## src/fssp_pkg.sv

```systemverilog
package fssp_pkg;
    localparam int          CLK_PERIOD_NS  = 10;
    localparam int          RESET_WAIT_MS  = 2;
    localparam int          RESET_WAIT_CYC = RESET_WAIT_MS * 1000000 / CLK_PERIOD_NS;

    localparam logic [7:0]  PAGE_OFS       = 8'hE0;
    localparam logic [7:0]  PRIM_PROT_OFS  = 8'hC0;
    localparam logic [7:0]  SEC_PROT_OFS   = 8'hC2;
    localparam logic [7:0]  SPACE_MAP_OFS  = 8'hB0;

    localparam int          MAP_PERIPH_IO  = 7;
    localparam int          MAP_PRIM_DATA  = 4;
    localparam int          MAP_SEC_DATA   = 3;
    localparam int          MAP_PRIM_CODE  = 2;
    localparam int          MAP_SEC_CODE   = 1;
    localparam int          MAP_SRAM_CODE  = 0;
    localparam int          SEC_SECURE_BIT = 7;

    localparam logic [7:0]  SPACE_MAP_MASK = 8'h9F;
    localparam logic [7:0]  PRIM_PROT_MASK = 8'h0F;
    localparam logic [7:0]  SEC_PROT_MASK  = 8'h83;
    localparam logic [7:0]  PAGE_MASK      = 8'hFF;

    localparam logic [7:0]  SPACE_MAP_RST  = 8'h0C;
    localparam logic [7:0]  PAGE_RST       = 8'h00;
    localparam logic [7:0]  PROT_RST       = 8'h00;

    localparam logic [7:0]  CMD_RESUME     = 8'h30;
    localparam logic [7:0]  CMD_RESET      = 8'hF0;
    localparam logic [7:0]  UNLOCK1_DATA   = 8'hAA;
    localparam logic [11:0] UNLOCK1_ADDR   = 12'h555;
    localparam logic [7:0]  UNLOCK2_DATA   = 8'h55;
    localparam logic [11:0] UNLOCK2_ADDR   = 12'hAAA;

    typedef enum logic [1:0] {
        UNL_IDLE   = 2'b00,
        UNL_FIRST  = 2'b01,
        UNL_SECOND = 2'b11
    } fssp_unlock_e;
endpackage : fssp_pkg

```

## src/fssp_reg_if.sv

```systemverilog
`timescale 1ns/1ps
interface fssp_reg_if #(parameter int W = 8);
    logic         we;
    logic [W-1:0] wd;
    logic [W-1:0] q;
    modport owner (input we, input wd, output q);
    modport user  (output we, output wd, input q);
endinterface : fssp_reg_if

```

## src/fssp_byte_reg.sv

```systemverilog
`timescale 1ns/1ps
module fssp_byte_reg
    import fssp_pkg::*;
#(
    parameter int         W    = 8,
    parameter logic [7:0] RST  = 8'h00,
    parameter logic [7:0] MASK = 8'hFF
) (
    input  wire logic  ref_clk_i,
    input  wire logic  rst_n_i,
    input  wire logic  ce_i,
    fssp_reg_if.owner  r
);
    if (W < 1 || W > 8) begin : g_bad_width
        $error("fssp_byte_reg width must be 1 to 8");
    end

    // unused bits are masked on load so they always read zero
    always_ff @(posedge ref_clk_i) begin
        if (!rst_n_i) begin
            r.q <= RST[W-1:0] & MASK[W-1:0];
        end else if (ce_i && r.we) begin
            r.q <= r.wd & MASK[W-1:0];
        end
    end
endmodule : fssp_byte_reg

```

## src/fssp_mem_ctrl.sv

```systemverilog
`timescale 1ns/1ps
module fssp_mem_ctrl
    import fssp_pkg::*;
#(
    parameter int         RESET_WAIT     = RESET_WAIT_CYC,
    parameter logic [7:0] SPACE_MAP_INIT = SPACE_MAP_RST
) (
    input  wire logic        ref_clk_i,
    input  wire logic        rst_n_i,
    input  wire logic        ce_i,
    input  wire logic [15:0] addr_i,
    input  wire logic [7:0]  wdata_i,
    input  wire logic        wr_i,
    input  wire logic        rd_i,
    input  wire logic        program_fetch_strobe_i,
    input  wire logic [3:0]  primary_sector_selects_i,
    input  wire logic [1:0]  secondary_sector_selects_i,
    input  wire logic        sram_select_i,
    input  wire logic        register_block_select_i,
    input  wire logic        periph_select_i,
    input  wire logic        prot_load_i,
    input  wire logic [3:0]  prot_primary_i,
    input  wire logic [1:0]  prot_secondary_i,
    input  wire logic        security_set_i,
    input  wire logic        prog_busy_i,
    input  wire logic        bulk_erase_busy_i,
    input  wire logic        sector_erase_busy_i,
    input  wire logic        erase_suspended_i,
    input  wire logic        error_flag_i,
    output logic [3:0]       primary_sel_o,
    output logic [1:0]       secondary_sel_o,
    output logic             sram_en_o,
    output logic             io_sel_o,
    output logic [7:0]       rdata_o,
    output logic [7:0]       page_bits_o,
    output logic             flash_wr_o,
    output logic [7:0]       flash_wdata_o,
    output logic [15:0]      flash_waddr_o,
    output logic             resume_erase_o,
    output logic             reset_flash_o,
    output logic             abort_erase_o,
    output logic             read_mode_o
);
    if (RESET_WAIT < 1) begin : g_bad_wait
        $error("RESET_WAIT must be at least one cycle");
    end

    fssp_reg_if #(.W(8)) page_if ();
    fssp_reg_if #(.W(8)) map_if ();
    fssp_reg_if #(.W(8)) pprot_if ();
    fssp_reg_if #(.W(8)) sprot_if ();

    fssp_unlock_e unl_r;
    fssp_unlock_e unl_nxt;

    logic [3:0]  primary_sel_r;
    logic [1:0]  secondary_sel_r;
    logic        sram_en_r;
    logic        io_sel_r;
    logic [7:0]  rdata_r;
    logic        flash_wr_r;
    logic [7:0]  flash_wdata_r;
    logic [15:0] flash_waddr_r;
    logic        resume_r;
    logic        reset_flash_r;
    logic        abort_r;
    logic        read_mode_r;
    logic        tmr_busy;

    wire [7:0] ofs      = addr_i[7:0];
    wire [7:0] map      = map_if.q;
    wire       reg_wr   = register_block_select_i & wr_i;
    wire       io_hit   = register_block_select_i
                        | (periph_select_i & map[MAP_PERIPH_IO]);
    wire       prim_any = |primary_sector_selects_i;
    wire       sec_any  = |secondary_sector_selects_i;

    // register file: protection only loads from the test port
    assign page_if.we  = reg_wr & (ofs == PAGE_OFS);
    assign page_if.wd  = wdata_i;
    assign map_if.we   = reg_wr & (ofs == SPACE_MAP_OFS);
    assign map_if.wd   = wdata_i;
    assign pprot_if.we = prot_load_i;
    assign pprot_if.wd = {4'h0, prot_primary_i};
    assign sprot_if.we = prot_load_i;
    assign sprot_if.wd = {security_set_i, 5'h00, prot_secondary_i};

    fssp_byte_reg #(.W(8), .RST(PAGE_RST), .MASK(PAGE_MASK)) u_page (
        .ref_clk_i (ref_clk_i),
        .rst_n_i   (rst_n_i),
        .ce_i      (ce_i),
        .r         (page_if.owner)
    );
    fssp_byte_reg #(.W(8), .RST(SPACE_MAP_INIT), .MASK(SPACE_MAP_MASK)) u_map (
        .ref_clk_i (ref_clk_i),
        .rst_n_i   (rst_n_i),
        .ce_i      (ce_i),
        .r         (map_if.owner)
    );
    fssp_byte_reg #(.W(8), .RST(PROT_RST), .MASK(PRIM_PROT_MASK)) u_pprot (
        .ref_clk_i (ref_clk_i),
        .rst_n_i   (rst_n_i),
        .ce_i      (ce_i),
        .r         (pprot_if.owner)
    );
    fssp_byte_reg #(.W(8), .RST(PROT_RST), .MASK(SEC_PROT_MASK)) u_sprot (
        .ref_clk_i (ref_clk_i),
        .rst_n_i   (rst_n_i),
        .ce_i      (ce_i),
        .r         (sprot_if.owner)
    );

    // read mux, unmapped offsets read zero
    wire [7:0] rdata_nxt = (!(register_block_select_i & rd_i)) ? rdata_r :
                           (ofs == PAGE_OFS)      ? page_if.q  :
                           (ofs == SPACE_MAP_OFS) ? map        :
                           (ofs == PRIM_PROT_OFS) ? pprot_if.q :
                           (ofs == SEC_PROT_OFS)  ? sprot_if.q :
                           8'h00;

    // memory routing: strobe gating first, then fixed priority
    wire sram_ok = sram_select_i
                 & (rd_i | wr_i | (program_fetch_strobe_i & map[MAP_SRAM_CODE]));
    wire io_ok   = io_hit & (rd_i | wr_i);
    wire prim_ok = prim_any & ((rd_i & map[MAP_PRIM_DATA])
                 | (program_fetch_strobe_i & map[MAP_PRIM_CODE]));
    wire sec_ok  = sec_any & ((rd_i & map[MAP_SEC_DATA])
                 | (program_fetch_strobe_i & map[MAP_SEC_CODE]));

    wire       io_nxt   = io_ok;
    wire       sram_nxt = sram_ok & ~io_ok;
    wire       sec_win  = sec_ok & ~io_ok & ~sram_ok;
    wire       prim_win = prim_ok & ~io_ok & ~sram_ok & ~sec_ok;
    wire [1:0] sec_nxt  = sec_win ? secondary_sector_selects_i : 2'b00;
    wire [3:0] prim_nxt = prim_win ? primary_sector_selects_i : 4'h0;
    // reads are never gated by protection, so verify sees stored data

    // flash write path
    wire flash_hit = wr_i & ~io_hit & ~sram_select_i & (prim_any | sec_any);
    wire tgt_prot  = sec_any
                   ? |(secondary_sector_selects_i & sprot_if.q[1:0])
                   : |(primary_sector_selects_i & pprot_if.q[3:0]);
    wire is_resume = flash_hit & (wdata_i == CMD_RESUME);
    wire is_reset  = flash_hit & (wdata_i == CMD_RESET);
    wire resume_go = is_resume & erase_suspended_i;
    wire flash_busy_hard = prog_busy_i | bulk_erase_busy_i;
    wire reset_go  = is_reset & ~flash_busy_hard;
    wire abort_nxt = reset_go & sector_erase_busy_i;
    wire tmr_start = reset_go & (error_flag_i | sector_erase_busy_i);
    // suspension refuses every write except resume and reset, including program data
    wire fwd_wr    = flash_hit & ~is_resume & ~is_reset
                   & ~erase_suspended_i & ~tgt_prot;
    wire read_mode_nxt = ~(tmr_start | tmr_busy | flash_busy_hard | sector_erase_busy_i);

    // unlock tracking: the reset write counts with or without the prefix
    wire unl1_hit = flash_hit & (addr_i[11:0] == UNLOCK1_ADDR) & (wdata_i == UNLOCK1_DATA);
    wire unl2_hit = flash_hit & (addr_i[11:0] == UNLOCK2_ADDR) & (wdata_i == UNLOCK2_DATA);

    always_comb begin
        unl_nxt = unl_r;
        if (flash_hit) begin
            case (unl_r)
                UNL_IDLE:   unl_nxt = unl1_hit ? UNL_FIRST : UNL_IDLE;
                UNL_FIRST:  unl_nxt = unl2_hit ? UNL_SECOND : UNL_IDLE;
                UNL_SECOND: unl_nxt = UNL_IDLE;
                default:    unl_nxt = UNL_IDLE;
            endcase
        end
    end

    fssp_reset_timer #(.CYC(RESET_WAIT)) u_tmr (
        .ref_clk_i (ref_clk_i),
        .rst_n_i   (rst_n_i),
        .ce_i      (ce_i),
        .start_i   (tmr_start),
        .busy_o    (tmr_busy)
    );

    always_ff @(posedge ref_clk_i) begin
        if (!rst_n_i) begin
            unl_r <= UNL_IDLE;
        end else if (ce_i) begin
            unl_r <= unl_nxt;
        end
    end

    always_ff @(posedge ref_clk_i) begin
        if (!rst_n_i) begin
            primary_sel_r   <= 4'h0;
            secondary_sel_r <= 2'b00;
            sram_en_r       <= 1'b0;
            io_sel_r        <= 1'b0;
            rdata_r         <= 8'h00;
        end else if (ce_i) begin
            primary_sel_r   <= prim_nxt;
            secondary_sel_r <= sec_nxt;
            sram_en_r       <= sram_nxt;
            io_sel_r        <= io_nxt;
            rdata_r         <= rdata_nxt;
        end
    end

    always_ff @(posedge ref_clk_i) begin
        if (!rst_n_i) begin
            flash_wr_r    <= 1'b0;
            flash_wdata_r <= 8'h00;
            flash_waddr_r <= 16'h0000;
            resume_r      <= 1'b0;
            reset_flash_r <= 1'b0;
            abort_r       <= 1'b0;
            read_mode_r   <= 1'b1;
        end else if (ce_i) begin
            flash_wr_r    <= fwd_wr;
            flash_wdata_r <= fwd_wr ? wdata_i : flash_wdata_r;
            flash_waddr_r <= fwd_wr ? addr_i : flash_waddr_r;
            resume_r      <= resume_go;
            reset_flash_r <= reset_go;
            abort_r       <= abort_nxt;
            read_mode_r   <= read_mode_nxt;
        end
    end

    assign primary_sel_o   = primary_sel_r;
    assign secondary_sel_o = secondary_sel_r;
    assign sram_en_o       = sram_en_r;
    assign io_sel_o        = io_sel_r;
    assign rdata_o         = rdata_r;
    assign page_bits_o     = page_if.q;
    assign flash_wr_o      = flash_wr_r;
    assign flash_wdata_o   = flash_wdata_r;
    assign flash_waddr_o   = flash_waddr_r;
    assign resume_erase_o  = resume_r;
    assign reset_flash_o   = reset_flash_r;
    assign abort_erase_o   = abort_r;
    assign read_mode_o     = read_mode_r;
endmodule : fssp_mem_ctrl

```

## src/fssp_reset_timer.sv

```systemverilog
`timescale 1ns/1ps
module fssp_reset_timer #(
    parameter int CYC = 200000
) (
    input  wire logic ref_clk_i,
    input  wire logic rst_n_i,
    input  wire logic ce_i,
    input  wire logic start_i,
    output logic      busy_o
);
    localparam int             CW   = $clog2(CYC + 1);
    localparam logic [CW-1:0]  LOAD = CW'(CYC);

    if (CYC < 1) begin : g_bad_cyc
        $error("fssp_reset_timer needs at least one cycle");
    end

    logic [CW-1:0] cnt_r;
    logic [CW-1:0] cnt_nxt;

    assign cnt_nxt = start_i ? LOAD : ((cnt_r != '0) ? cnt_r - 1'b1 : cnt_r);
    assign busy_o  = (cnt_r != '0);

    always_ff @(posedge ref_clk_i) begin
        if (!rst_n_i) begin
            cnt_r <= '0;
        end else if (ce_i) begin
            cnt_r <= cnt_nxt;
        end
    end
endmodule : fssp_reset_timer
```

## config.mk

```make
export PLATFORM = sky130hd
export DESIGN_NAME = fssp_mem_ctrl
export DESIGN_NICKNAME = d
export VERILOG_FILES = /design/src/fssp_pkg.sv /design/src/fssp_reg_if.sv /design/src/fssp_byte_reg.sv /design/src/fssp_mem_ctrl.sv /design/src/fssp_reset_timer.sv
export SDC_FILE = /design/constraint.sdc
export NUM_CORES = 1
export LEC_CHECK = 0
export ABC_AREA = 1
export CAP_MARGIN = 20
export CORE_MARGIN = 3
export CORE_UTILIZATION = 30
export DETAILED_ROUTE_END_ITERATION = 10
export DONT_BUFFER_PORTS = 1
export RECOVER_POWER = 25
export SYNTH_ARGS = -nofsm -noshare
export SYNTH_HDL_FRONTEND = slang
export SYNTH_SLANG_ARGS = --single-unit
```

## constraint.sdc

```tcl
create_clock -name ref_clk_i -period 2.4 [get_ports ref_clk_i]
set_input_delay 0.12 -clock ref_clk_i [delete_from_list [all_inputs] [get_ports ref_clk_i]]
set_output_delay 0.12 -clock ref_clk_i [all_outputs]
set_load 0.01 [all_outputs]
```

==> reports/qor_table.md <==
| Parameter | Reported |
| --- | --- |
| Result of the run | complete, no violations |
| Peak per-stage delay on the critical path | 0.54 ns |
| Clock H-tree levels | 3 |
| Worst-skew pair later-pin latency | 0.35 ns |
| Met2 routing resource usage after global routing | 26.4% |
| Worst path slowest cell | dlygate4sd3_1 |
| Fillers | 1408 |
| Wire length of the first global-routing pass | 19.9 mm |
| Diodes inserted | 0 |
| Clk sinks | 84 |
| Most Frequent Cell on Critical Path | nand2_1 |
| Area of the die | 0.0151 mm^2 |
| Maximum fanout count along the critical path | 16 |
| Post-synthesis cell count | 636 |
| Mapped Area | 0.00409 mm^2 |
| Setup tns final | 0 ns |
| Via count | 3997 |
| CP arrival | 2.11 ns |
| Overall track demand over capacity in global routing | 17.1% |
| Final global-route overflow total | 0 |
| Largest net degree at the start of global routing | 56 |
| Fraction of synthesized cell area taken by the top area cell type | 41.1% |
| Initial antenna violation count | 0 |
| Cell variety after synth | 30 |
| Total cell area at the placement stage | 0.00424 mm^2 |
| Async S/R FF share, synth | 0% |
| Ports placed on the boundary | 105 |
| Max Fclk | 0.531 GHz |
| Start-to-end type of the worst setup path | input pin to flip-flop |
| Gr busiest metal | met2 |
| Final RePlAce weighted congestion | 0.924 |
| Total clock buffers created by CTS | 9 |
| Synthesized flop and latch total | 84 |
| Layout overhead on the synthesized area | 21.0% |
| Chip width | 123 um |
| Vias in the first global route | 3839 |
| Total power of the final layout | 0.00538 W |
| Number of hold violations in the final report | 0 |
| Worst slew margin relative to its limit | 50.9% |
| Count of unresolved DRC violations after routing | 0 |
| Leakage component of the power | 2.19 nW |
| Termination of the worst setup path | u_page.r.q[2] |
| Main flop type after synthesis | dfxtp_1 |
| TritonCTS clock tree | yes |
| DRT antenna net count | 0 |
| Worst Setup Start Kind | input pin |
| Buffer depth of the longest clock path | 2 |
| Worst vdd ir | 0.000424 V |
| Chain of cells forming the critical path | dlygate4sd3_1, inv_1, nand2_1, nor3_2, nand2_1, inv_1, nand2_1, o21ai_0, a21oi_1 |
| Placed cells | 793 |
| Global-route track usage on met1 | 21.5% |
| Fin cells | 848 |
| Via density per instance | 4.71 |
| Tcrit/Tclk final | 78.5% |
| Non-Filler Cell Area, Final | 0.00495 mm^2 |
| Top cells by count, synth | 154 x nand2_1, 123 x nor2_1, 84 x dfxtp_1, 82 x inv_1, 47 x a21oi_1 |
| DIE HEIGHT | 123 um |
| Number of detailed-route iterations in the first pass | 5 |
| Worst setup startpoint | addr_i[3] |
| Yosys warning total | 0 |
| Share of post-route cells with drive strength above 1 | 4.46% |
| Part of the Yosys area used for sequential elements | 41.1% |
| Setup repair after global routing missed its margin | no |
| Clock slew at the register clock pins of the worst setup and hold paths | 0.06 ns |
| Minimum setup slack among reg-to-reg paths | 0.54 ns |
| Slew Limit Fails | 0 |
| Core Region | 0.0133 mm^2 |
| Sort of element at the end of the critical path | flip-flop |
| Post-CTS Setup Inserts | 0 |
| Initial DRC count | 226 |
| Number of cell rows | 42 |
| Library cell with the largest summed area after synthesis | dfxtp_1 |
| Largest cells by area after synthesis | dfxtp_1 41%, nand2_1 14%, nor2_1 11% |
| Maximum capacitance violations | 0 |
| Clock Skews | 0.00664 ns |
| Critical R2R Capture | u_tmr.cnt_r[2] |
| Minimum clock period | 1.88 ns |
| Total half-perimeter wirelength after legalization and detailed placement | 8.34 mm |
| Min-Delay Path Class | input pin to flip-flop |
| Routed wire length per instance | 14.5 um |
| Number of enable flip-flop cells after synthesis | 0 |
| Reg2Reg Depth | 8 |
| Effective utilization at floorplan | 30.8% |
| Post-Syn Nets | 689 |
| Origin of the critical flop-to-flop path | u_tmr.cnt_r[0] |
| Count of nets after finishing | 721 |
| Quantity of I/O buffers inserted on ports | 0 |
| Combined area of the multi-input logic cells | 0.00198 mm^2 |
| Routed wire length | 12.3 mm |
| Crit path required time | 2.63 ns |
| Global-route met3 utilization | 7.56% |
| Final count of negative-setup-slack endpoints | 0 |
| Power density relative to cell area | 1090 mW/mm^2 |
| Top-count cell post-synth | nand2_1 |
| Average footprint of a synthesized cell | 6.43 um^2 |
| Core utilization of the finished layout | 37.2% |
| Cts repair resizes | 0 |
| CTS Root Cell | clkbuf_16 |
| Transition time at the pin with the least slew margin | 0.733 ns |
| Footprint of the flip-flops and latches | 0.00168 mm^2 |
-- layout make-up --
class	instances	share of cell area, %
repair buffers	45	9.08
well taps	176	4.45
inverters	85	6.45
flip-flops and latches	84	34.0
clock buffers	10	4.83
clock inverters	5	1.21
multi-input cells	443	40.0
-- metal layers --
layer,share of wire [%],vias up
met2,44,120
li1,-,2064
met1,45,1801
met3,9.3,12
met5,0,-
met4,1.5,0
-- critical path, delay by kind of cell --
family | cells | cell delay [ns]
buffers and inverters | 3 | 0.81
AO/OA/AOI/OAI | 2 | 0.35
AND/OR/NAND/NOR | 4 | 0.84
-- flip-flops by register name (all words and copies together), names as in the netlist --
signal           flops
rdata_o              8
io_sel_o             1
primary_sel_o        4
flash_waddr_o       16
reset_flash_o        1
read_mode_o          1
flash_wr_o           1
flash_wdata_o        8
sram_en_o            1
secondary_sel_o      2
u_tmr.cnt_r         18
u_pprot.r.q          4
u_sprot.r.q          3
u_page.r.q           8
abort_erase_o        1
u_map.r.q            6
resume_erase_o       1
-- power breakdown --
group          total, W  switching [W]  leakage [nW]  internal (W)
combinational   0.00218        0.00139          1.36      0.000788
clock           0.00144       0.000602         0.145      0.000835
sequential      0.00177       0.000198         0.683       0.00157
total           0.00538        0.00219          2.19       0.00319
-- stage by stage --
stage | setup slack (ns) | hold WS (ns)
after floorplan | 0.802 | 0.261
after global placement | 0.670 | 0.219
after detailed placement | 0.567 | 0.223
after CTS | 0.416 | 0.00149
after global routing | 0.307 | 0.0224
final | 0.516 | 0.0115
-- placed cells by master, fill, tap and decap left out, types with 3 or more instances in the layout --
cell type	count
dlygate4sd3_1	38
o211ai_1	3
buf_4	5
inv_1	82
a21oi_1	47
nand4_1	14
dfxtp_1	84
xor2_1	6
o21bai_1	3
o21ai_0	44
clkbuf_16	9
nor3_1	8
nor2_1	122
nand3_1	26
nand2_1	154
-- cell families (layout without fill, tap and decap cells) --
group	Yosys count	after routing	synth area share, %
buffers and inverters	109	145	10.7
xor gates and xnor gates	7	7	1.50
DFF	84	84	41.1
AOI/OAI and AO/OA	104	104	13.5
adders and majority gates	1	1	0.306
and+or+nand+nor	331	331	32.9
-- worst min path at each step --
| stage | from | end | slack [ns] | cells past startpoint |
|---|---|---|---|---|
| final | wdata_i[0] | flash_wdata_o[0] | 0.01 | 4 |
| after global placement | ce_i | secondary_sel_o[0] | 0.22 | 1 |
| after floorplan | secondary_sector_selects_i[1] | secondary_sel_o[1] | 0.26 | 2 |
| after CTS | wdata_i[0] | flash_wdata_o[0] | 0.001 | 4 |
| after global routing | wdata_i[1] | flash_wdata_o[1] | 0.02 | 4 |
| after detailed placement | ce_i | secondary_sel_o[1] | 0.22 | 1 |
-- repair_timing --
item / CTS / global route
hold buffers: 39 / 0
endpoints found under the hold margin: 79 / 0
setup endpoints to repair: 0 / 0
Note: power is estimated with default switching activity, not from simulation.
